File: src/hdl/tmb_pkg.sv
// Shared constants and types for the event timer block
package tmb_pkg;

   // Register byte offsets on the Wishbone slave
   localparam logic [7:0] TMB_OFF_CONTROL_A     = 8'h00;
   localparam logic [7:0] TMB_OFF_CONTROL_B     = 8'h04;
   localparam logic [7:0] TMB_OFF_EVENT_CONTROL = 8'h08;
   localparam logic [7:0] TMB_OFF_INT_FLAGS     = 8'h0C;
   localparam logic [7:0] TMB_OFF_STATUS        = 8'h10;
   localparam logic [7:0] TMB_OFF_COUNT         = 8'h14;
   localparam logic [7:0] TMB_OFF_COMPARE       = 8'h18;

   // Field positions
   localparam int TMB_CA_ENABLE_BIT   = 0;
   localparam int TMB_CA_CLOCK_SOURCE_SELECT_LSB   = 1;
   localparam int TMB_CB_MODE_LSB     = 0;
   localparam int TMB_CB_OUT_EN_BIT   = 4;
   localparam int TMB_EC_EDGE_BIT     = 0;
   localparam int TMB_EC_USER_BIT     = 1;
   localparam int TMB_IF_CAPTURE_INTERRUPT_BIT     = 0;
   localparam int TMB_IF_OVF_BIT      = 1;
   localparam int TMB_ST_RUN_BIT      = 0;

   // Counter limits
   localparam logic [15:0] TMB_BOTTOM      = 16'h0000;
   localparam logic [15:0] TMB_MAX         = 16'hFFFF;
   localparam logic [15:0] TMB_COMPARE_RST = 16'h0000;

   // Counter modes, eight in all
   typedef enum logic [2:0] {
      TMB_MODE_PERIODIC = 3'b000,
      TMB_MODE_TIMEOUT  = 3'b001,
      TMB_MODE_CAPTURE_INTERRUPT_EVT = 3'b010,
      TMB_MODE_FREQ     = 3'b011,
      TMB_MODE_PULSE_W  = 3'b100,
      TMB_MODE_FREQ_PW  = 3'b101,
      TMB_MODE_SINGLE   = 3'b110,
      TMB_MODE_PWM8     = 3'b111
   } tmb_mode_t;

   // Counting clock sources
   typedef enum logic [2:0] {
      TMB_CLK_DIV1      = 3'b000,
      TMB_CLK_DIV2      = 3'b001,
      TMB_CLK_DIV4      = 3'b010,
      TMB_CLK_COMPANION = 3'b011,
      TMB_CLK_EVENT     = 3'b100
   } tmb_clock_source_select_t;

   // Ticks and event edges handed to the counter
   typedef struct packed {
      logic tick;
      logic ev_rise;
      logic ev_fall;
   } tmb_tick_t;

endpackage : tmb_pkg

File: src/hdl/tmb_tick_gen.sv
// Counting tick and event edge generator
`timescale 1ns/1ns
`default_nettype none
module tmb_tick_gen
   import tmb_pkg::*;
(
   input  wire logic        clk_i,             // Peripheral clock
   input  wire logic        rst_i,             // Sync reset, high
   input  wire logic        enable_i,          // Counter enabled
   input  wire tmb_clock_source_select_t clock_source_select_i,          // Tick source
   input  wire logic        companion_tick_i,  // Companion timer tick
   input  wire logic        event_clk_i,       // Event channel used as clock
   input  wire logic        event_i,           // Event control input
   output var tmb_tick_t    ticks_o            // Registered ticks and edges
);

   typedef struct packed {
      logic [2:0] presc;
      logic       clk_prev;
      logic       ev_prev;
      tmb_tick_t  out;
   } tmb_tick_state_t;

   tmb_tick_state_t st;
   tmb_tick_state_t next_st;
   logic            src_tick;

   // Source select and edge detection
   always_comb begin
      next_st  = st;
      src_tick = 1'b0;
      next_st.presc = enable_i ? st.presc + 3'h1 : 3'h0;
      case (clock_source_select_i)
         TMB_CLK_DIV1:      src_tick = 1'b1;
         TMB_CLK_DIV2:      src_tick = (st.presc[0] == 1'b0);
         TMB_CLK_DIV4:      src_tick = (st.presc[1:0] == 2'h0);
         TMB_CLK_COMPANION: src_tick = companion_tick_i;
         TMB_CLK_EVENT:     src_tick = event_clk_i & ~st.clk_prev;
         default:           src_tick = 1'b0;
      endcase
      // Edges assume pulses wider than one clock
      next_st.out.tick    = enable_i & src_tick;
      next_st.out.ev_rise = event_i & ~st.ev_prev;
      next_st.out.ev_fall = ~event_i & st.ev_prev;
      next_st.clk_prev    = event_clk_i;
      next_st.ev_prev     = event_i;
   end

   // State register
   always_ff @(posedge clk_i) begin
      if (rst_i) begin
         st <= '0;
      end else begin
         st <= next_st;
      end
   end

   assign ticks_o = st.out;

   companion_lockstep_a: assert property (@(posedge clk_i) disable iff (rst_i)
      (enable_i && clock_source_select_i == TMB_CLK_COMPANION) |=> (ticks_o.tick == $past(companion_tick_i)))
      else $error("companion tick not followed");

endmodule : tmb_tick_gen
`default_nettype wire

File: src/hdl/tmb_event_timer.sv
// Event timer: periodic interrupt and time-out check counter with Wishbone registers
// Function
// Counting clock comes from prescaled clock, companion timer, or event channel.
// With companion clock selected, count advances with each companion timer tick.
// Software selects an event channel as clock for event-controlled operation.
// One base counter serves eight modes chosen by a three-bit field; here every mode but time-out runs the periodic engine.
// Reset leaves the block in periodic interrupt mode.
// Counter spans 0x0000 to 0xFFFF; top is compare value.
// Output enable puts the waveform on the pin instead of port data.
// Enable bit starts counting on ticks of the selected source.
// Count is readable; reaching top raises capture flag and event.
// Compare lowered below count makes the counter run to maximum and wrap.
// Event pulses must last longer than one clock to be seen.
// Periodic mode counts up to compare value then restarts at zero.
// Periodic mode past top raises overflow flag and event at maximum.
// Time-out mode starts on first edge, stops on next, then holds.
// While frozen, a new start edge restarts counting from zero.
// Edge polarity bit picks which edge starts and which stops.
// Time-out mode reaching top before stop raises capture flag and event.
// Time-out mode past top raises overflow at maximum and restarts.
// Frozen reads of count or compare, or status writes, change nothing.
// Time-out mode reacts to edges only when configured as event user.
// Clock select codes and prescaler ratios are local choices.
`timescale 1ns/1ns
`default_nettype none
module tmb_event_timer
   import tmb_pkg::*;
#(
   parameter int ADR_W = 8                       // Wishbone address width
) (
   input  wire logic             clk_i,           // Peripheral clock, 125 MHz
   input  wire logic             rst_i,           // Sync reset, high
   input  wire logic             wb_cyc_i,        // Bus cycle
   input  wire logic             wb_stb_i,        // Strobe
   input  wire logic             wb_we_i,         // Write enable
   input  wire logic [ADR_W-1:0] wb_adr_i,        // Byte address
   input  wire logic [3:0]       wb_sel_i,        // Byte lanes
   input  wire logic [31:0]      wb_dat_i,        // Write data
   output logic      [31:0]      wb_dat_o,        // Read data
   output logic                  wb_ack_o,        // Acknowledge
   input  wire logic             companion_tick_i, // Companion timer tick
   input  wire logic             event_clk_i,     // Event channel as clock
   input  wire logic             event_i,         // Event control input
   input  wire logic             port_out_i,      // Port output value for the pin
   output logic                  waveform_out_o,  // Pin value
   output logic                  capture_interrupt_o,  // Sticky capture flag
   output logic                  overflow_interrupt_o, // Sticky overflow flag
   output logic                  capture_event_o, // Capture event pulse
   output logic                  overflow_event_o // Overflow event pulse
);

   typedef struct packed {
      logic        enable;
      tmb_clock_source_select_t clock_source_select;
      tmb_mode_t   mode;
      logic        out_en;
      logic        edge_pol;
      logic        ev_user;
      logic [15:0] cnt;
      logic [15:0] compare_capture_value;
      logic        run;
      logic        flag_capture_interrupt;
      logic        flag_ovf;
      logic        capture_interrupt_evt;
      logic        ovf_evt;
      logic        wave_pin;
      logic        ack;
      logic [31:0] rdata;
   } tmb_state_t;

   tmb_state_t st;
   tmb_state_t next_st;
   tmb_tick_t  tk;
   logic       start_edge;
   logic       stop_edge;
   logic       bus_req;
   logic       wave;
   logic [7:0] adr;

   // Tick source and event edges
   tmb_tick_gen u_tick (
      .clk_i            (clk_i),
      .rst_i            (rst_i),
      .enable_i         (st.enable),
      .clock_source_select_i         (st.clock_source_select),
      .companion_tick_i (companion_tick_i),
      .event_clk_i      (event_clk_i),
      .event_i          (event_i),
      .ticks_o          (tk)
   );

   // Counter, flags, pin and register access
   always_comb begin
      next_st          = st;
      next_st.capture_interrupt_evt = 1'b0;
      next_st.ovf_evt  = 1'b0;
      next_st.ack      = 1'b0;
      adr              = wb_adr_i[7:0];
      bus_req          = wb_cyc_i & wb_stb_i & ~st.ack;
      // Edges only count once the block listens to the router
      start_edge = st.ev_user & (st.edge_pol ? tk.ev_fall : tk.ev_rise);
      stop_edge  = st.ev_user & (st.edge_pol ? tk.ev_rise : tk.ev_fall);

      // Counting engine
      if (!st.enable) begin
         next_st.run = 1'b0;
      end else if (st.mode == TMB_MODE_TIMEOUT) begin
         if (!st.run) begin
            if (start_edge) begin
               next_st.cnt = TMB_BOTTOM;
               next_st.run = 1'b1;
            end
         end else if (stop_edge) begin
            next_st.run = 1'b0;
         end else if (tk.tick) begin
            if (st.cnt == st.compare_capture_value) begin
               next_st.capture_interrupt_evt = 1'b1;
            end
            if (st.cnt == TMB_MAX) begin
               next_st.ovf_evt = 1'b1;
               next_st.cnt     = TMB_BOTTOM;
            end else begin
               next_st.cnt = st.cnt + 16'h0001;
            end
         end
      end else begin
         // Other modes share the periodic engine
         next_st.run = 1'b1;
         if (tk.tick) begin
            if (st.cnt == st.compare_capture_value) begin
               next_st.capture_interrupt_evt = 1'b1;
               next_st.cnt      = TMB_BOTTOM;
            end else if (st.cnt == TMB_MAX) begin
               next_st.ovf_evt = 1'b1;
               next_st.cnt     = TMB_BOTTOM;
            end else begin
               next_st.cnt = st.cnt + 16'h0001;
            end
         end
      end

      // Register access; software write beats the count
      if (bus_req) begin
         next_st.ack   = 1'b1;
         next_st.rdata = 32'h0000_0000;
         if (adr == TMB_OFF_CONTROL_A) begin
            next_st.rdata[TMB_CA_ENABLE_BIT] = st.enable;
            next_st.rdata[TMB_CA_CLOCK_SOURCE_SELECT_LSB +: 3] = st.clock_source_select;
            if (wb_we_i && wb_sel_i[0]) begin
               next_st.enable = wb_dat_i[TMB_CA_ENABLE_BIT];
               next_st.clock_source_select = tmb_clock_source_select_t'(wb_dat_i[TMB_CA_CLOCK_SOURCE_SELECT_LSB +: 3]);
            end
         end else if (adr == TMB_OFF_CONTROL_B) begin
            next_st.rdata[TMB_CB_MODE_LSB +: 3] = st.mode;
            next_st.rdata[TMB_CB_OUT_EN_BIT]    = st.out_en;
            if (wb_we_i && wb_sel_i[0]) begin
               next_st.mode   = tmb_mode_t'(wb_dat_i[TMB_CB_MODE_LSB +: 3]);
               next_st.out_en = wb_dat_i[TMB_CB_OUT_EN_BIT];
            end
         end else if (adr == TMB_OFF_EVENT_CONTROL) begin
            next_st.rdata[TMB_EC_EDGE_BIT] = st.edge_pol;
            next_st.rdata[TMB_EC_USER_BIT] = st.ev_user;
            if (wb_we_i && wb_sel_i[0]) begin
               next_st.edge_pol = wb_dat_i[TMB_EC_EDGE_BIT];
               next_st.ev_user  = wb_dat_i[TMB_EC_USER_BIT];
            end
         end else if (adr == TMB_OFF_INT_FLAGS) begin
            next_st.rdata[TMB_IF_CAPTURE_INTERRUPT_BIT] = st.flag_capture_interrupt;
            next_st.rdata[TMB_IF_OVF_BIT]  = st.flag_ovf;
            // Write one to clear; a set in the same cycle wins below
            if (wb_we_i && wb_sel_i[0]) begin
               if (wb_dat_i[TMB_IF_CAPTURE_INTERRUPT_BIT]) begin
                  next_st.flag_capture_interrupt = 1'b0;
               end
               if (wb_dat_i[TMB_IF_OVF_BIT]) begin
                  next_st.flag_ovf = 1'b0;
               end
            end
         end else if (adr == TMB_OFF_STATUS) begin
            // Read only: writes to run are dropped in every state
            next_st.rdata[TMB_ST_RUN_BIT] = st.run;
         end else if (adr == TMB_OFF_COUNT) begin
            next_st.rdata[15:0] = st.cnt;
            if (wb_we_i && wb_sel_i[0]) begin
               next_st.cnt[7:0] = wb_dat_i[7:0];
            end
            if (wb_we_i && wb_sel_i[1]) begin
               next_st.cnt[15:8] = wb_dat_i[15:8];
            end
         end else if (adr == TMB_OFF_COMPARE) begin
            // Plain read: no flag is cleared in these modes
            next_st.rdata[15:0] = st.compare_capture_value;
            if (wb_we_i && wb_sel_i[0]) begin
               next_st.compare_capture_value[7:0] = wb_dat_i[7:0];
            end
            if (wb_we_i && wb_sel_i[1]) begin
               next_st.compare_capture_value[15:8] = wb_dat_i[15:8];
            end
         end else begin
            // Unmapped: acknowledged, reads zero
            next_st.rdata = 32'h0000_0000;
         end
      end

      // Sticky flags, set beats clear
      if (next_st.capture_interrupt_evt) begin
         next_st.flag_capture_interrupt = 1'b1;
      end
      if (next_st.ovf_evt) begin
         next_st.flag_ovf = 1'b1;
      end

      // Waveform high while counting below compare
      wave = st.run & (st.cnt < st.compare_capture_value);
      next_st.wave_pin = st.out_en ? wave : port_out_i;
   end

   // State register; all-zero reset selects periodic mode
   always_ff @(posedge clk_i) begin
      if (rst_i) begin
         st <= '0;
         st.compare_capture_value <= TMB_COMPARE_RST;
      end else begin
         st <= next_st;
      end
   end

   // Outputs straight from state flops
   assign wb_dat_o             = st.rdata;
   assign wb_ack_o             = st.ack;
   assign waveform_out_o       = st.wave_pin;
   assign capture_interrupt_o  = st.flag_capture_interrupt;
   assign overflow_interrupt_o = st.flag_ovf;
   assign capture_event_o      = st.capture_interrupt_evt;
   assign overflow_event_o     = st.ovf_evt;

   // Checks on the design's own behaviour
   ack_single_a: assert property (@(posedge clk_i) disable iff (rst_i)
      wb_ack_o |=> !wb_ack_o)
      else $error("ack held longer than one cycle");

   capture_at_top_a: assert property (@(posedge clk_i) disable iff (rst_i)
      capture_event_o |-> $past(tk.tick && st.enable && st.cnt == st.compare_capture_value))
      else $error("capture event without count at top");

   periodic_restart_a: assert property (@(posedge clk_i) disable iff (rst_i)
      (st.enable && st.mode == TMB_MODE_PERIODIC && tk.tick && st.cnt == st.compare_capture_value && !bus_req)
      |=> (st.cnt == TMB_BOTTOM && capture_event_o))
      else $error("periodic count did not restart at top");

   overflow_wrap_a: assert property (@(posedge clk_i) disable iff (rst_i)
      (st.enable && st.mode == TMB_MODE_PERIODIC && tk.tick && st.cnt == TMB_MAX
       && st.compare_capture_value != TMB_MAX && !bus_req)
      |=> (overflow_event_o && st.cnt == TMB_BOTTOM && overflow_interrupt_o))
      else $error("no overflow at maximum");

   freeze_hold_a: assert property (@(posedge clk_i) disable iff (rst_i)
      (st.mode == TMB_MODE_TIMEOUT && !st.run && !start_edge && !bus_req)
      |=> $stable(st.cnt))
      else $error("frozen count moved");

   start_edge_a: assert property (@(posedge clk_i) disable iff (rst_i)
      (st.enable && st.mode == TMB_MODE_TIMEOUT && !st.run && start_edge && !bus_req)
      |=> (st.run && st.cnt == TMB_BOTTOM))
      else $error("start edge did not restart the count");

   stop_edge_a: assert property (@(posedge clk_i) disable iff (rst_i)
      (st.enable && st.mode == TMB_MODE_TIMEOUT && st.run && stop_edge)
      |=> (!st.run ##1 $stable(st.cnt) || start_edge))
      else $error("stop edge did not freeze the count");

   flag_sticky_a: assert property (@(posedge clk_i) disable iff (rst_i)
      capture_event_o |-> capture_interrupt_o)
      else $error("capture event left flag clear");

   pin_select_a: assert property (@(posedge clk_i) disable iff (rst_i)
      !$past(st.out_en) |-> (waveform_out_o == $past(port_out_i)))
      else $error("pin not following port value");

endmodule : tmb_event_timer
`default_nettype wire

File: config.mk
export PLATFORM = sky130hd
export DESIGN_NAME = tmb_event_timer
export DESIGN_NICKNAME = d
export VERILOG_FILES = /design/src/hdl/tmb_pkg.sv /design/src/hdl/tmb_tick_gen.sv /design/src/hdl/tmb_event_timer.sv
export SDC_FILE = /design/constraint.sdc
export NUM_CORES = 1
export LEC_CHECK = 0
export ABC_AREA = 1
export BUFFER_PORTS_ARGS = -buffer_cell sky130_fd_sc_hd__buf_2
export CAP_MARGIN = 5
export CORE_UTILIZATION = 62
export CTS_BUF_LIST = sky130_fd_sc_hd__clkbuf_2
export CTS_CLUSTER_SIZE = 24
export DETAILED_ROUTE_END_ITERATION = 8
export PLACE_DENSITY = 0.88
export SYNTH_ARGS = -nofsm -noshare
export SYNTH_HDL_FRONTEND = slang
export SYNTH_SLANG_ARGS = --single-unit
File: constraint.sdc
create_clock -name clk_i -period 3.91 [get_ports clk_i]
set_input_delay 0.391 -clock clk_i [delete_from_list [all_inputs] [get_ports clk_i]]
set_output_delay 0.391 -clock clk_i [all_outputs]
set_load 0.01 [all_outputs]
Word-level counts from Yosys, hierarchy flattened:

Index checks and enable logic that the tools add are counted.

* bits in registers: 89
* input port bits: 53
* logic and storage cells: 151

* add/subtract/negate cells: 2
* $lt $le $gt $ge: 1
* reductions and logical operators: 21
* muxes and demuxes: 64
* eq/ne operators: 19
* bitwise gates (word level): 21

Operators by type and width (count)
* $mux 16: 14
* $mux 32: 6
* $mux 33: 1
* $mux 8: 4
* $mux 14: 2
* $mux 2: 14
* $mux 28: 1
* $eq 8x5->1 const B: 3
* $reduce_and 9->1: 2
* $mux 1: 17
* $add 16x1->16 const B: 1
* $eq 16x16->1: 1
* $eq 16x16->1 const B: 1
* $eq 8x4->1 const B: 2
* $lt 16x16->1: 1
* $reduce_bool 2->1: 8
* $mux 15: 1
* $reduce_and 7->1: 2
* $ne 2x2->1 const B: 6
* $not 1->1: 12
* $mux 11: 1
* $and 1x1->1: 9
* $eq 8x3->1 const B: 1
* $logic_not 8->1: 1
* 14 further kinds: 17

Logic depth before layout (Yosys ltp):

Gate-level depths: netlist of the first run.

* depth in word-level cells: 15
* mapped depth: 12
* depth with buffers taken out: 12

Hierarchy:

A second synthesis of the first run with hierarchy kept.

* cell total of the unflattened synthesis: 706
* area, all modules: 4742.0 µm²

By module, submodules not included
* tmb_event_timer: area an instance 4436.8 µm², cells each 663, times used 1
* tmb_tick_gen: area an instance 305.3 µm², cells each 43, times used 1

Worst setup path before layout of the first run:

Ideal clock, no wire load.

* path kind: register to register
* from: reg st[55] in the netlist's numbering
* to: reg st[55] in the netlist's numbering
* path slack: 2.224 ns
* cell stages (with the launch flop): 12
* arrival: 1.568 ns
* required time: 3.792 ns
* library setup time: 0.118 ns
* period minus slack after synthesis: 1.686 ns
* cells stage by stage: dfxtp_1 > inv_1 > ha_1 > nand2_1 > nor2_1 > nand3_1 > nor2_1 > nand2_2 > nand3_1 > o21ai_0 > nand2_1 > a21oi_1

* longest elaborated chain between the ends: 15

Ends and longest elaborated chain
* start: declaration: RTL line tmb_event_timer.sv:71 `tmb_state_t st;`
* start signal: assignment: RTL line tmb_event_timer.sv:224 `st <= next_st;`
* $add 16x1->16 or $eq 16x16->1 (tied branches)
* $mux 16: RTL line tmb_event_timer.sv:119, tmb_event_timer.sv:133
* $mux 16: RTL line tmb_event_timer.sv:115 `end else if (tk.tick) begin`
* $mux 16: RTL line tmb_event_timer.sv:113 `end else if (stop_edge) begin`
* $mux 16: RTL line tmb_event_timer.sv:108 `if (!st.run) begin`
* $mux 16: RTL line tmb_event_timer.sv:107 `end else if (st.mode == TMB_MODE_TIMEOUT) begin`
* $mux 16 (*): RTL line tmb_event_timer.sv:105 `if (!st.enable) begin`
* $mux 8: RTL line tmb_event_timer.sv:184 `if (wb_we_i && wb_sel_i[0]) begin`
* $mux 16: RTL line tmb_event_timer.sv:182 `end else if (adr == TMB_OFF_COUNT) begin`
* $mux 32: RTL line tmb_event_timer.sv:179 `end else if (adr == TMB_OFF_STATUS) begin`
* $mux 32: RTL line tmb_event_timer.sv:167 `end else if (adr == TMB_OFF_INT_FLAGS) begin`
* $mux 32: RTL line tmb_event_timer.sv:160 `end else if (adr == TMB_OFF_EVENT_CONTROL) begin`
* $mux 32: RTL line tmb_event_timer.sv:153 `end else if (adr == TMB_OFF_CONTROL_B) begin`
* $mux 32: RTL line tmb_event_timer.sv:146 `if (adr == TMB_OFF_CONTROL_A) begin`
* $mux 32 (*): RTL line tmb_event_timer.sv:143 `if (bus_req) begin`

Mark *: on every way between the ends. The rest lies on a longest branch, timed or not.
A chain may end at the register's enable or synchronous reset.

Worst setup path after layout of the first run:

* from: reg st[66] in the netlist's numbering
* to: reg st[55] in the netlist's numbering

* longest elaborated chain between the ends: 15

Ends and longest elaborated chain (RTL line)
* $eq 16x16->1: tmb_event_timer.sv:119, tmb_event_timer.sv:133
* $mux 16: tmb_event_timer.sv:119, tmb_event_timer.sv:133
* $mux 16: tmb_event_timer.sv:115
* $mux 16: tmb_event_timer.sv:113
* $mux 16: tmb_event_timer.sv:108
* $mux 16 (*): tmb_event_timer.sv:107
* $mux 16 (*): tmb_event_timer.sv:105
* $mux 8: tmb_event_timer.sv:184
* $mux 16: tmb_event_timer.sv:182
* $mux 32: tmb_event_timer.sv:179
* $mux 32: tmb_event_timer.sv:167
* $mux 32: tmb_event_timer.sv:160
* $mux 32: tmb_event_timer.sv:153
* $mux 32: tmb_event_timer.sv:146
* $mux 32 (*): tmb_event_timer.sv:143

Marked as above.

==> results of run 1 <==
## Yosys cell counts, drive strengths merged, types with 2 or more instances
library cell and count:
clkbuf 9, buf 42, a21oi 80, xor2 2
ha 18, dfxtp 72, a211oi 2, o211ai 2
a31o 2, nand2 100, a31oi 3, o21ai 81
nor3 16, a32oi 4, nand3 44, o22ai 6
inv 84, nand4 15, nor2 64
## layout by cell type (no fill, tap or decap), types with 2 or more instances in the layout
cell / instances
a21oi_1: 78
nand3_4: 2
buf_4: 2
nand3_1: 39
nor2_8: 2
o211ai_1: 2
nand2_1: 97
buf_2: 56
bufinv_16: 2
inv_6: 2
nand4_1: 14
dfxtp_1: 72
ha_1: 18
a32oi_1: 4
inv_1: 65
nand2_2: 2
clkbuf_2: 10
o21ai_0: 30
a21oi_2: 2
inv_2: 16
nor3_1: 13
nor3_2: 2
o22ai_1: 5
xor2_1: 2
nor2_4: 8
o21ai_1: 50
a31oi_1: 3
nor2_2: 7
a211oi_1: 2
conb_1: 16
inv_4: 3
nor2_1: 47
nand3_2: 3
## worst min-delay path by stage
stage	startpoint	end	slack (ns)	cells past startpoint
3_3_place_gp	u_tick.st[3]	u_tick.ticks_o[1]	0.40	1
3_5_place_dp	u_tick.st[3]	u_tick.ticks_o[1]	0.41	1
6_report	event_i	u_tick.ticks_o[0]	0.05	4
2_1_floorplan	u_tick.st[3]	u_tick.ticks_o[1]	0.40	1
4_1_cts	event_i	u_tick.st[3]	0.04	3
5_1_grt	port_out_i	waveform_out_o	0.02	3
## cells by family after synthesis
family | Yosys count | synth area share, %
buf+inv | 136 | 14.9
other cells | 1 | 0.0818
xor+xnor | 2 | 0.382
fa+ha+maj | 18 | 4.92
flops | 72 | 31.5
simple gates | 241 | 26.8
compound gates | 183 | 21.5
## worst min-delay path: stages
cell	delay (ns)
buf_2	0.07
inv_1	0.05
nand2_1	0.06
nor2_1	0.03
## final cells by class
class	count	area (um2)	share of cell area, %
clock buffer	10	50.0	1.03
clock inverter	6	90.1	1.86
inverter	85	327	6.75
multi-input combinational	460	2520	52.0
sequential	72	1440	29.8
tap	96	120	2.48
timing repair buffer	58	295	6.10
## report_power, final
| group | total, mW | switching (mW) | internal (mW) |
|---|---|---|---|
| clock network | 0.514 | 0.297 | 0.217 |
| registers | 0.740 | 0.00152 | 0.739 |
| logic | 0.0862 | 0.0605 | 0.0257 |
| total | 1.34 | 0.359 | 0.982 |
## flip-flops by register name (all words and copies together), names as in the netlist
register / flops
capture_event_o: 1
wb_dat_o: 16
capture_interrupt_o: 1
st: 43
u_tick.ticks_o: 3
overflow_interrupt_o: 1
overflow_event_o: 1
wb_ack_o: 1
waveform_out_o: 1
u_tick.st: 4
## layer usage
layer,track usage [%],up-vias,wire (um)
met4,13.4,0,346
met2,54.8,217,5790
met3,7.82,37,1070
li1,-,2222,-
met1,39.1,2059,4920
met5,0,-,0
## through the flow
stage	worst slack, ns	util (%)
3_3_place_gp	1.92	67.3
2_1_floorplan	2.22	-
5_1_grt	1.64	69.3
4_1_cts	1.82	69.3
6_report	1.74	69.3
3_5_place_dp	1.84	67.3
==> out/metrics.yaml, run 1 <==
grt_max_degree: 25
antenna_cells: 0
postSynthRegisterBits: 72
die_w_um: 88.0
cts_setup_buffers: 0
final_cells: 787
reg2reg_from: "st[66]"
clk_path_buf_depth: 2
crit_fanout: 10
fin_area_um2: 4840
nets: 757
root_buffer: "clkbuf_2"
antenna_found_initial: 0
drtAntennaViolNets: 0
end_kind: "flip-flop"
worst-path-buf-inv: 0
worstPathArrival_ns: 2.65
cts_sinks: 72
critPathTopFamily: "simple AND/OR/NAND/NOR gates"
reg2reg_slack_ns: 1.74
rsz0062_at_grt: "false"
drive_above_1_share_pct: 18.5
wl_per_cell_um: 15.4
power_density_nw_per_um2: 277
syn_area_um2: 4580
tritoncts: "yes"
die_area_um2: 7740
grtUsageTotal_pct: 32.3
critical_path.endpoint: "st[55]"
placed_area_um2: 4700
ys.flop_type: "dfxtp_1"
area_delta_synth_final_pct: 5.63
drc: 0
num_rows: 30
htreeDepth: 3
synth-edff-count: 0
async_flop_share_pct: 0
dp_hpwl_mm: 9.33
ctsHoldBuffers: 0
cap_viol_max_count: 0
netlist_instances: 653
portBuffers: 56
grt_pass1_vias: 4060
seq_area_frac_synth_pct: 31.5
clock_latency_ns: 0.56
finalSetupViolCount: 0
timing.hold.ws_ns: 0.0469
synth_top_area_share_pct: 31.5
r2r_cells: 10
synth_cell_types: 46
core-area_um2: 6980
finalWorstPathRequiredPeriod_ns: 2.17
cp.depth: 10
vdd_ir_drop_max_mv: 0.227
overflow: 0
vias: 4535
synth_area_leaders: "dfxtp_1 (31%), a21oi_1 (8.5%), nand2_1 (7.9%)"
worstSetupStartpointType: "flip-flop"
ys.warnings.count: 0
dp_cells: 771
boundaryPins: 91
r2r-end: "st[55]"
tritoncts.num_buffers: 9
drv_slew: 0
cp-startpoint: "st[66]"
gp_congestion: 0.978
grt_first_pass_wirelength_mm: 19.0
hold_viol: 0
status: "finished, final reports clean"
hold_class: "in -> reg"
worst_path_max_delay_cell: "dfxtp_1"
start_util_pct: 65.6
n_fill_cell: 655
max-slew-margin-rel_pct: 49.6
first_pass_iters: 8
crit_type: "reg -> reg"
max_freq_mhz: 462
avgSynthCellArea_um2: 7.02
finalCritPeriodShare_pct: 55.4
power_mw: 1.34
ctsResizeCount: 0
path_cells: "ha_1 > nand2_1 > nor2_1 > nand3_1 > nor2_1 > nand2_2 > nand3_1 > o21ai_0 > nand2_1 > a21oi_1"
viasPerCell: 5.76
synth_top_area_cell: "dfxtp_1"
max_stage_delay_ns: 0.63
drtIter0Drc: 401
fin_setup_tns_ns: 0
leakagePower_nw: 1.93
worstPathRequired_ns: 4.39
clk_pin_slew_ns: 0.24
chipHeight_um: 88.0
routed_wl_mm: 12.1
clock-skew-final_ns: 0.0429
worstMarginPinSlew_ns: 0.755
No activity file was read; power rests on OpenSTA's default activity.
==> run 2, diff against run 1 <==
--- a/config.mk
+++ b/config.mk
@@ -5,14 +5,14 @@
 export SDC_FILE = /design/constraint.sdc
 export NUM_CORES = 1
 export LEC_CHECK = 0
-export ABC_AREA = 1
+export ABC_AREA = 0
 export BUFFER_PORTS_ARGS = -buffer_cell sky130_fd_sc_hd__buf_2
 export CAP_MARGIN = 5
-export CORE_UTILIZATION = 62
+export CORE_UTILIZATION = 51
 export CTS_BUF_LIST = sky130_fd_sc_hd__clkbuf_2
 export CTS_CLUSTER_SIZE = 24
 export DETAILED_ROUTE_END_ITERATION = 8
-export PLACE_DENSITY = 0.88
+export PLACE_DENSITY = 0.78
 export SYNTH_ARGS = -nofsm -noshare
 export SYNTH_HDL_FRONTEND = slang
 export SYNTH_SLANG_ARGS = --single-unit
==> constraint.sdc (replaced) <==
create_clock -name clk_i -period 1.95 [get_ports clk_i]
set_input_delay 0.195 -clock clk_i [delete_from_list [all_inputs] [get_ports clk_i]]
set_output_delay 0.195 -clock clk_i [all_outputs]
set_load 0.01 [all_outputs]
==> run 2 against run 1 <==
Compared with the run above: the run now ends with negative setup slack left; flip-flop and latch count did not move; register-to-register slack got worse by 1.8 ns; area after synthesis fell by 5.1%; final cell count rose by 1.4%; critical path depth fell by 2; critical path type unchanged; critical endpoint is now st[69]; largest cell class unchanged; highest routed layer unchanged.
==> out/metrics.yaml, run 2 <==
die_area_um2: 8900
boundaryPins: 91
clock_latency_ns: 0.52
placed_area_um2: 5130
tritoncts: "yes"
dp_slack_ns: -0.238
regMostFlops: "st"
layout_setup_ws_ns: -0.0468
drc: 0
worstSetupStartpointType: "flip-flop"
synth_area_leaders: "dfxtp_1 (33%), buf_4 (5.9%), ha_1 (5.2%)"
end_kind: "flip-flop"
cts_sinks: 72
vias: 4818
synth-edff-count: 0
routed_wl_mm: 13.9
worstMarginPinSlew_ns: 0.706
gp_congestion: 0.955
antenna_found_initial: 0
synth_cell_types: 67
viasPerCell: 6.04
ys.flop_type: "dfxtp_1"
max-slew-margin-rel_pct: 52.8
path_cells: "or3b_4 > a211oi_4 > buf_6 > buf_6 > nor2_1 > mux2_2 > nand4_1 > a31oi_1"
grt_pass1_vias: 4491
worstPathRequired_ns: 2.36
worst-path-buf-inv: 2
final_cells: 798
seq_area_frac_synth_pct: 33.1
finalSetupViolCount: 3
async_flop_share_pct: 0
first_pass_iters: 6
grtUsageTotal_pct: 30.4
hold_class: "in -> reg"
overflow: 0
clk_pin_slew_ns: 0.23
grt_max_degree: 42
postSynthRegisterBits: 72
netlist_instances: 548
die_w_um: 94.4
syn_area_um2: 4350
crit_top_cell: "buf_6"
fin_setup_tns_ns: -0.0651
layout_common_cells: "buf_4 (93), buf_2 (56), nand2_1 (53), dfxtp_1 (52), nor2_1 (47)"
drv_slew: 0
cap_viol_max_count: 0
leakagePower_nw: 2.50
tritoncts.num_buffers: 9
grt_first_pass_wirelength_mm: 20.9
htreeDepth: 3
avgSynthCellArea_um2: 7.94
nets: 759
drtAntennaViolNets: 0
crit_type: "reg -> reg"
clock-skew-final_ns: 0.0284
status: "finished with violations"
vdd_ir_drop_max_mv: 0.373
worst_path_max_delay_cell: "or3b_4"
worstPathArrival_ns: 2.41
antenna_cells: 0
synthTopCellsByCount: "dfxtp_1 (72), nand2_1 (55), nor2_1 (53)"
largest_register_ff_count: 43
layout_commonest_cell: "buf_4"
power_density_nw_per_um2: 455
finalCritPeriodShare_pct: 102
ys.warnings.count: 0
clk_path_buf_depth: 2
area_delta_synth_final_pct: 31.7
hold_viol: 0
start_util_pct: 52.9
root_buffer: "clkbuf_2"
rsz0062_at_grt: "true"
fin_area_um2: 5730
critPathTopFamily: "simple AND/OR/NAND/NOR gates"
violations: "negative setup slack"
dp_cells: 752
crit_fanout: 7
max_freq_mhz: 501
drtIter0Drc: 574
wl_per_cell_um: 17.5
drive_above_1_share_pct: 35.1
chipHeight_um: 94.4
max_stage_delay_ns: 0.43
dp_hpwl_mm: 9.97
synth_top_area_share_pct: 33.1
core-area_um2: 8220
synth.most_common_cell: "dfxtp_1"
num_rows: 33
finalWorstPathRequiredPeriod_ns: 2.00
synth_top_area_cell: "dfxtp_1"
portBuffers: 56
## run 2: cell count changes in the layout (fill, tap and decap cells not counted), moves of 12 or more
cell / change
buf_4: +91
o21ai_1: -48
nand2_1: -44
inv_1: -42
a21oi_1: -37
dfxtp_1: -20
dfxtp_2: +20
dlygate4sd3_1: +18
inv_2: -16
o21ai_0: -15
mux2i_1: +13
a221oi_1: +12
## run 2: stage by stage
| step | hold slack (ns) | power [mW] | utilization, % |
|---|---|---|---|
| after floorplan | 0.271 | 1.68 | - |
| after global placement | 0.366 | 1.73 | 62.5 |
| after global routing | 0.0957 | 2.70 | 69.7 |
| after CTS | 0.0720 | 2.60 | 66.4 |
| final | 0.0966 | 2.61 | 69.7 |
| after detailed placement | 0.377 | 1.74 | 62.5 |
## run 2: final timing paths
kind	startpoint	end	slack (ns)	cells after the start
max	st[76]	st[69]	-0.05	8
min	port_out_i	waveform_out_o	0.1	4
max reg2reg	st[76]	st[69]	-0.05	8
min reg2reg	u_tick.st[3]	u_tick.ticks_o[1]	0.43	1
## run 2: cell families (layout without fill, tap and decap cells)
| group | count (synthesis) | count (layout) | share of synthesized area (%) |
|---|---|---|---|
| simple gates | 225 | 225 | 26.3 |
| compound gates | 126 | 126 | 20.0 |
| buf+inv | 86 | 216 | 10.8 |
| flops | 72 | 72 | 33.1 |
| fa+ha+maj | 18 | 18 | 5.18 |
| mux | 17 | 17 | 4.00 |
| xor+xnor | 3 | 3 | 0.604 |
| other cells | 1 | 16 | 0.0862 |
## run 2: power by group
group	switching [mW]	total [mW]	internal [mW]
registers	0.00839	1.50	1.49
clock network	0.564	0.860	0.296
logic	0.143	0.244	0.101
total	0.715	2.61	1.89
## run 2: area by class of cell
class / count / area (um2)
Sequential cell: 72 / 1470
Inverter: 23 / 86.3
Fill cell: 642 / 2490
Tap cell: 105 / 131
Multi-Input combinational cell: 405 / 2650
Timing Repair Buffer: 177 / 1280
Clock inverter: 7 / 70.1
Clock buffer: 9 / 45.0
## run 2: timing repair
item | CTS | global route
endpoints found under the hold margin | 43 | 0
hold buffers | 18 | 0
resized for setup | 7 | 61
pin swaps | 0 | 21
setup buffers | 2 | 10
endpoints found under the setup margin | 11 | 20
gates cloned | 0 | 0
## run 2: worst register-to-register path: cells and delay by family, from the launching register on
family | cells | cell delay (ns)
AOI/OAI and AO/OA | 2 | 0.37
buffers and inverters | 2 | 0.28
DFF | 1 | 0.38
muxes | 1 | 0.26
and+or+nand+nor | 3 | 0.59
## run 2: per-layer routing
layer | vias to the layer above | wire [um] | global-route usage [%]
met4 | 0 | 658 | 15.1
met2 | 289 | 6710 | 51.0
met3 | 67 | 1090 | 5.72
met5 | - | 0 | 0
met1 | 2235 | 5490 | 37.0
li1 | 2227 | - | -
==> run 3, diff against run 2 <==
--- a/config.mk
+++ b/config.mk
@@ -8,11 +8,11 @@
 export ABC_AREA = 0
 export BUFFER_PORTS_ARGS = -buffer_cell sky130_fd_sc_hd__buf_2
 export CAP_MARGIN = 5
-export CORE_UTILIZATION = 51
+export CORE_UTILIZATION = 48
 export CTS_BUF_LIST = sky130_fd_sc_hd__clkbuf_2
 export CTS_CLUSTER_SIZE = 24
 export DETAILED_ROUTE_END_ITERATION = 8
-export PLACE_DENSITY = 0.78
+export PLACE_DENSITY = 0.74
 export SYNTH_ARGS = -nofsm -noshare
 export SYNTH_HDL_FRONTEND = slang
 export SYNTH_SLANG_ARGS = --single-unit
==> run 3 against run 2 <==
Compared with the run above: non-clock buffer count up 2; the run still ends with negative setup slack left; setup slack better by 0.024 ns; register-to-register slack improved by 0.02 ns.
==> out/metrics.yaml, run 3 (synthesized netlist as in run 2, its figures left out) <==
multi_input_area_um2: 2660
area_delta_synth_final_pct: 32.9
gp_congestion: 1.01
drc: 0
rsz0062_at_grt: "true"
combPwrFrac_pct: 8.9
regMostFlops: "st"
reg2reg_slack_ns: -0.02
finalSetupViolCount: 3
violations: "negative setup slack"
core-area_um2: 8760
swShare_pct: 26.9
end_kind: "flip-flop"
r2r-end: "st[66]"
nets: 761
crit_fanout: 2
worstPathArrival_ns: 2.42
dp_cells: 756
vias: 4843
drive_above_1_share_pct: 34.3
start_util_pct: 49.6
viasPerCell: 6.04
grt_first_pass_wirelength_mm: 21.8
drtIter0Drc: 520
num_rows: 34
clock_latency_ns: 0.56
layout_commonest_cell: "buf_4"
hold_start: "port_out_i"
worstPathRequired_ns: 2.40
power_density_nw_per_um2: 479
hold_class: "in -> reg"
die_w_um: 97.2
leakagePower_nw: 2.49
chipHeight_um: 97.2
htreeDepth: 3
portBuffers: 56
antenna_found_initial: 0
placed_area_um2: 5160
dp_hpwl_mm: 10.3
overflow: 0
max_freq_mhz: 507
vdd_ir_drop_max_mv: 0.452
p_clk_share_pct: 36.8
layout_setup_ws_ns: -0.0227
hold_path_end: "waveform_out_o"
first_pass_iters: 6
fin_area_um2: 5780
drv_slew: 0
worstSetupStartpointType: "flip-flop"
worstMarginPinSlew_ns: 0.625
max-slew-margin-rel_pct: 58.3
cts_sinks: 72
crit_type: "reg -> reg"
root_buffer: "clkbuf_2"
finalCritPeriodShare_pct: 101
grtUsageTotal_pct: 29.1
clk_path_buf_depth: 2
hold_viol: 0
reg2reg_from: "st[61]"
cap_viol_max_count: 0
status: "finished with violations"
boundaryPins: 91
seqPwrFrac_pct: 54.3
internal_power_mw: 2.02
clk_pin_slew_ns: 0.23
finalWorstPathRequiredPeriod_ns: 1.97
layout_common_cells: "buf_4 (95), dfxtp_1 (58), buf_2 (56), nand2_1 (53), nor2_1 (46)"
antenna_cells: 0
p_sw_mw: 0.746
tritoncts.num_buffers: 9
die_area_um2: 9450
wl_per_cell_um: 17.7
r2r_cells: 10
grt_max_degree: 62
largest_register_ff_count: 43
n_fill_cell: 712
hold_depth: 4
dp_slack_ns: -0.263
regArea_um2: 1460
clock-skew-final_ns: 0.0263
grt_pass1_vias: 4589
final_cells: 802
routed_wl_mm: 14.2
drtAntennaViolNets: 0
tritoncts: "yes"
-- run 3: cell count changes in the layout (fill, tap and decap cells not counted), moves of 2 or more --
cell           change
buf_4              +2
buf_6              -3
clkinv_2           -3
dfxtp_1            +6
dfxtp_2            -6
dlygate4sd3_1      +2
o21ai_0            +3
o21ai_1            -2
-- run 3: routing by layer --
layer | GRT usage (%) | part of all wire (%) | vias to the layer above
li1 | - | - | 2221
met1 | 34.1 | 39 | 2238
met2 | 50.1 | 48 | 306
met3 | 6.33 | 8.7 | 78
met4 | 14.1 | 4.8 | 0
met5 | 0 | 0 | -
-- run 3: layout make-up --
cell class              count  share of cell area (%)
multi-input cells         405                    46.1
flip-flops and latches     72                    25.2
repair buffers            179                    22.5
well taps                 108                    2.34
clock inverters             6                    1.60
inverters                  23                    1.49
clock buffers               9                   0.779
-- run 3: how the worst max path moves through the flow --
stage / end / start / depth (start not counted)
final: st[66] / st[61] / 10
after floorplan: st[70] / st[55] / 9
after CTS: st[66] / st[57] / 8
after detailed placement: st[73] / wb_adr_i[0] / 7
after global placement: st[73] / wb_adr_i[0] / 7
after global routing: st[66] / st[57] / 8
-- run 3: power groups by stage --
stage,Combinational (mW),Sequential [mW],Clock (mW)
floorplan,0.150,1.53,0
global placement,0.207,1.53,0
CTS,0.241,1.50,1.03
finish,0.247,1.50,1.02
detailed placement,0.210,1.53,0
global route,0.266,1.51,1.08
-- run 3: timing repair --
item,CTS,global route
resized for setup,21,38
setup buffers,4,6
endpoints found under the setup margin,10,19
cloned,1,0
hold endpoints to repair,45,0
hold buffers,20,0
pin swaps,3,17
-- run 3: metrics by stage --
stage / setup TNS (ns) / hold slack (ns) / total power, mW / utilization (%)
2_1_floorplan: 0 / 0.271 / 1.68 / -
3_3_place_gp: -1.35 / 0.368 / 1.74 / 58.8
3_5_place_dp: -1.74 / 0.374 / 1.74 / 58.8
4_1_cts: -0.0652 / 0.0629 / 2.77 / 63.8
5_1_grt: -0.630 / 0.0608 / 2.86 / 66.0
6_report: -0.0465 / 0.0584 / 2.77 / 66.0
-- run 3: worst max-delay path: stages, from the launching register on --
cell	delay, ns
dfxtp_2	0.37
buf_4	0.13
ha_1	0.29
nand2_1	0.07
nor3_2	0.21
buf_4	0.15
and3_4	0.20
buf_4	0.12
o21ai_0	0.07
a31oi_1	0.17
nor4_1	0.07
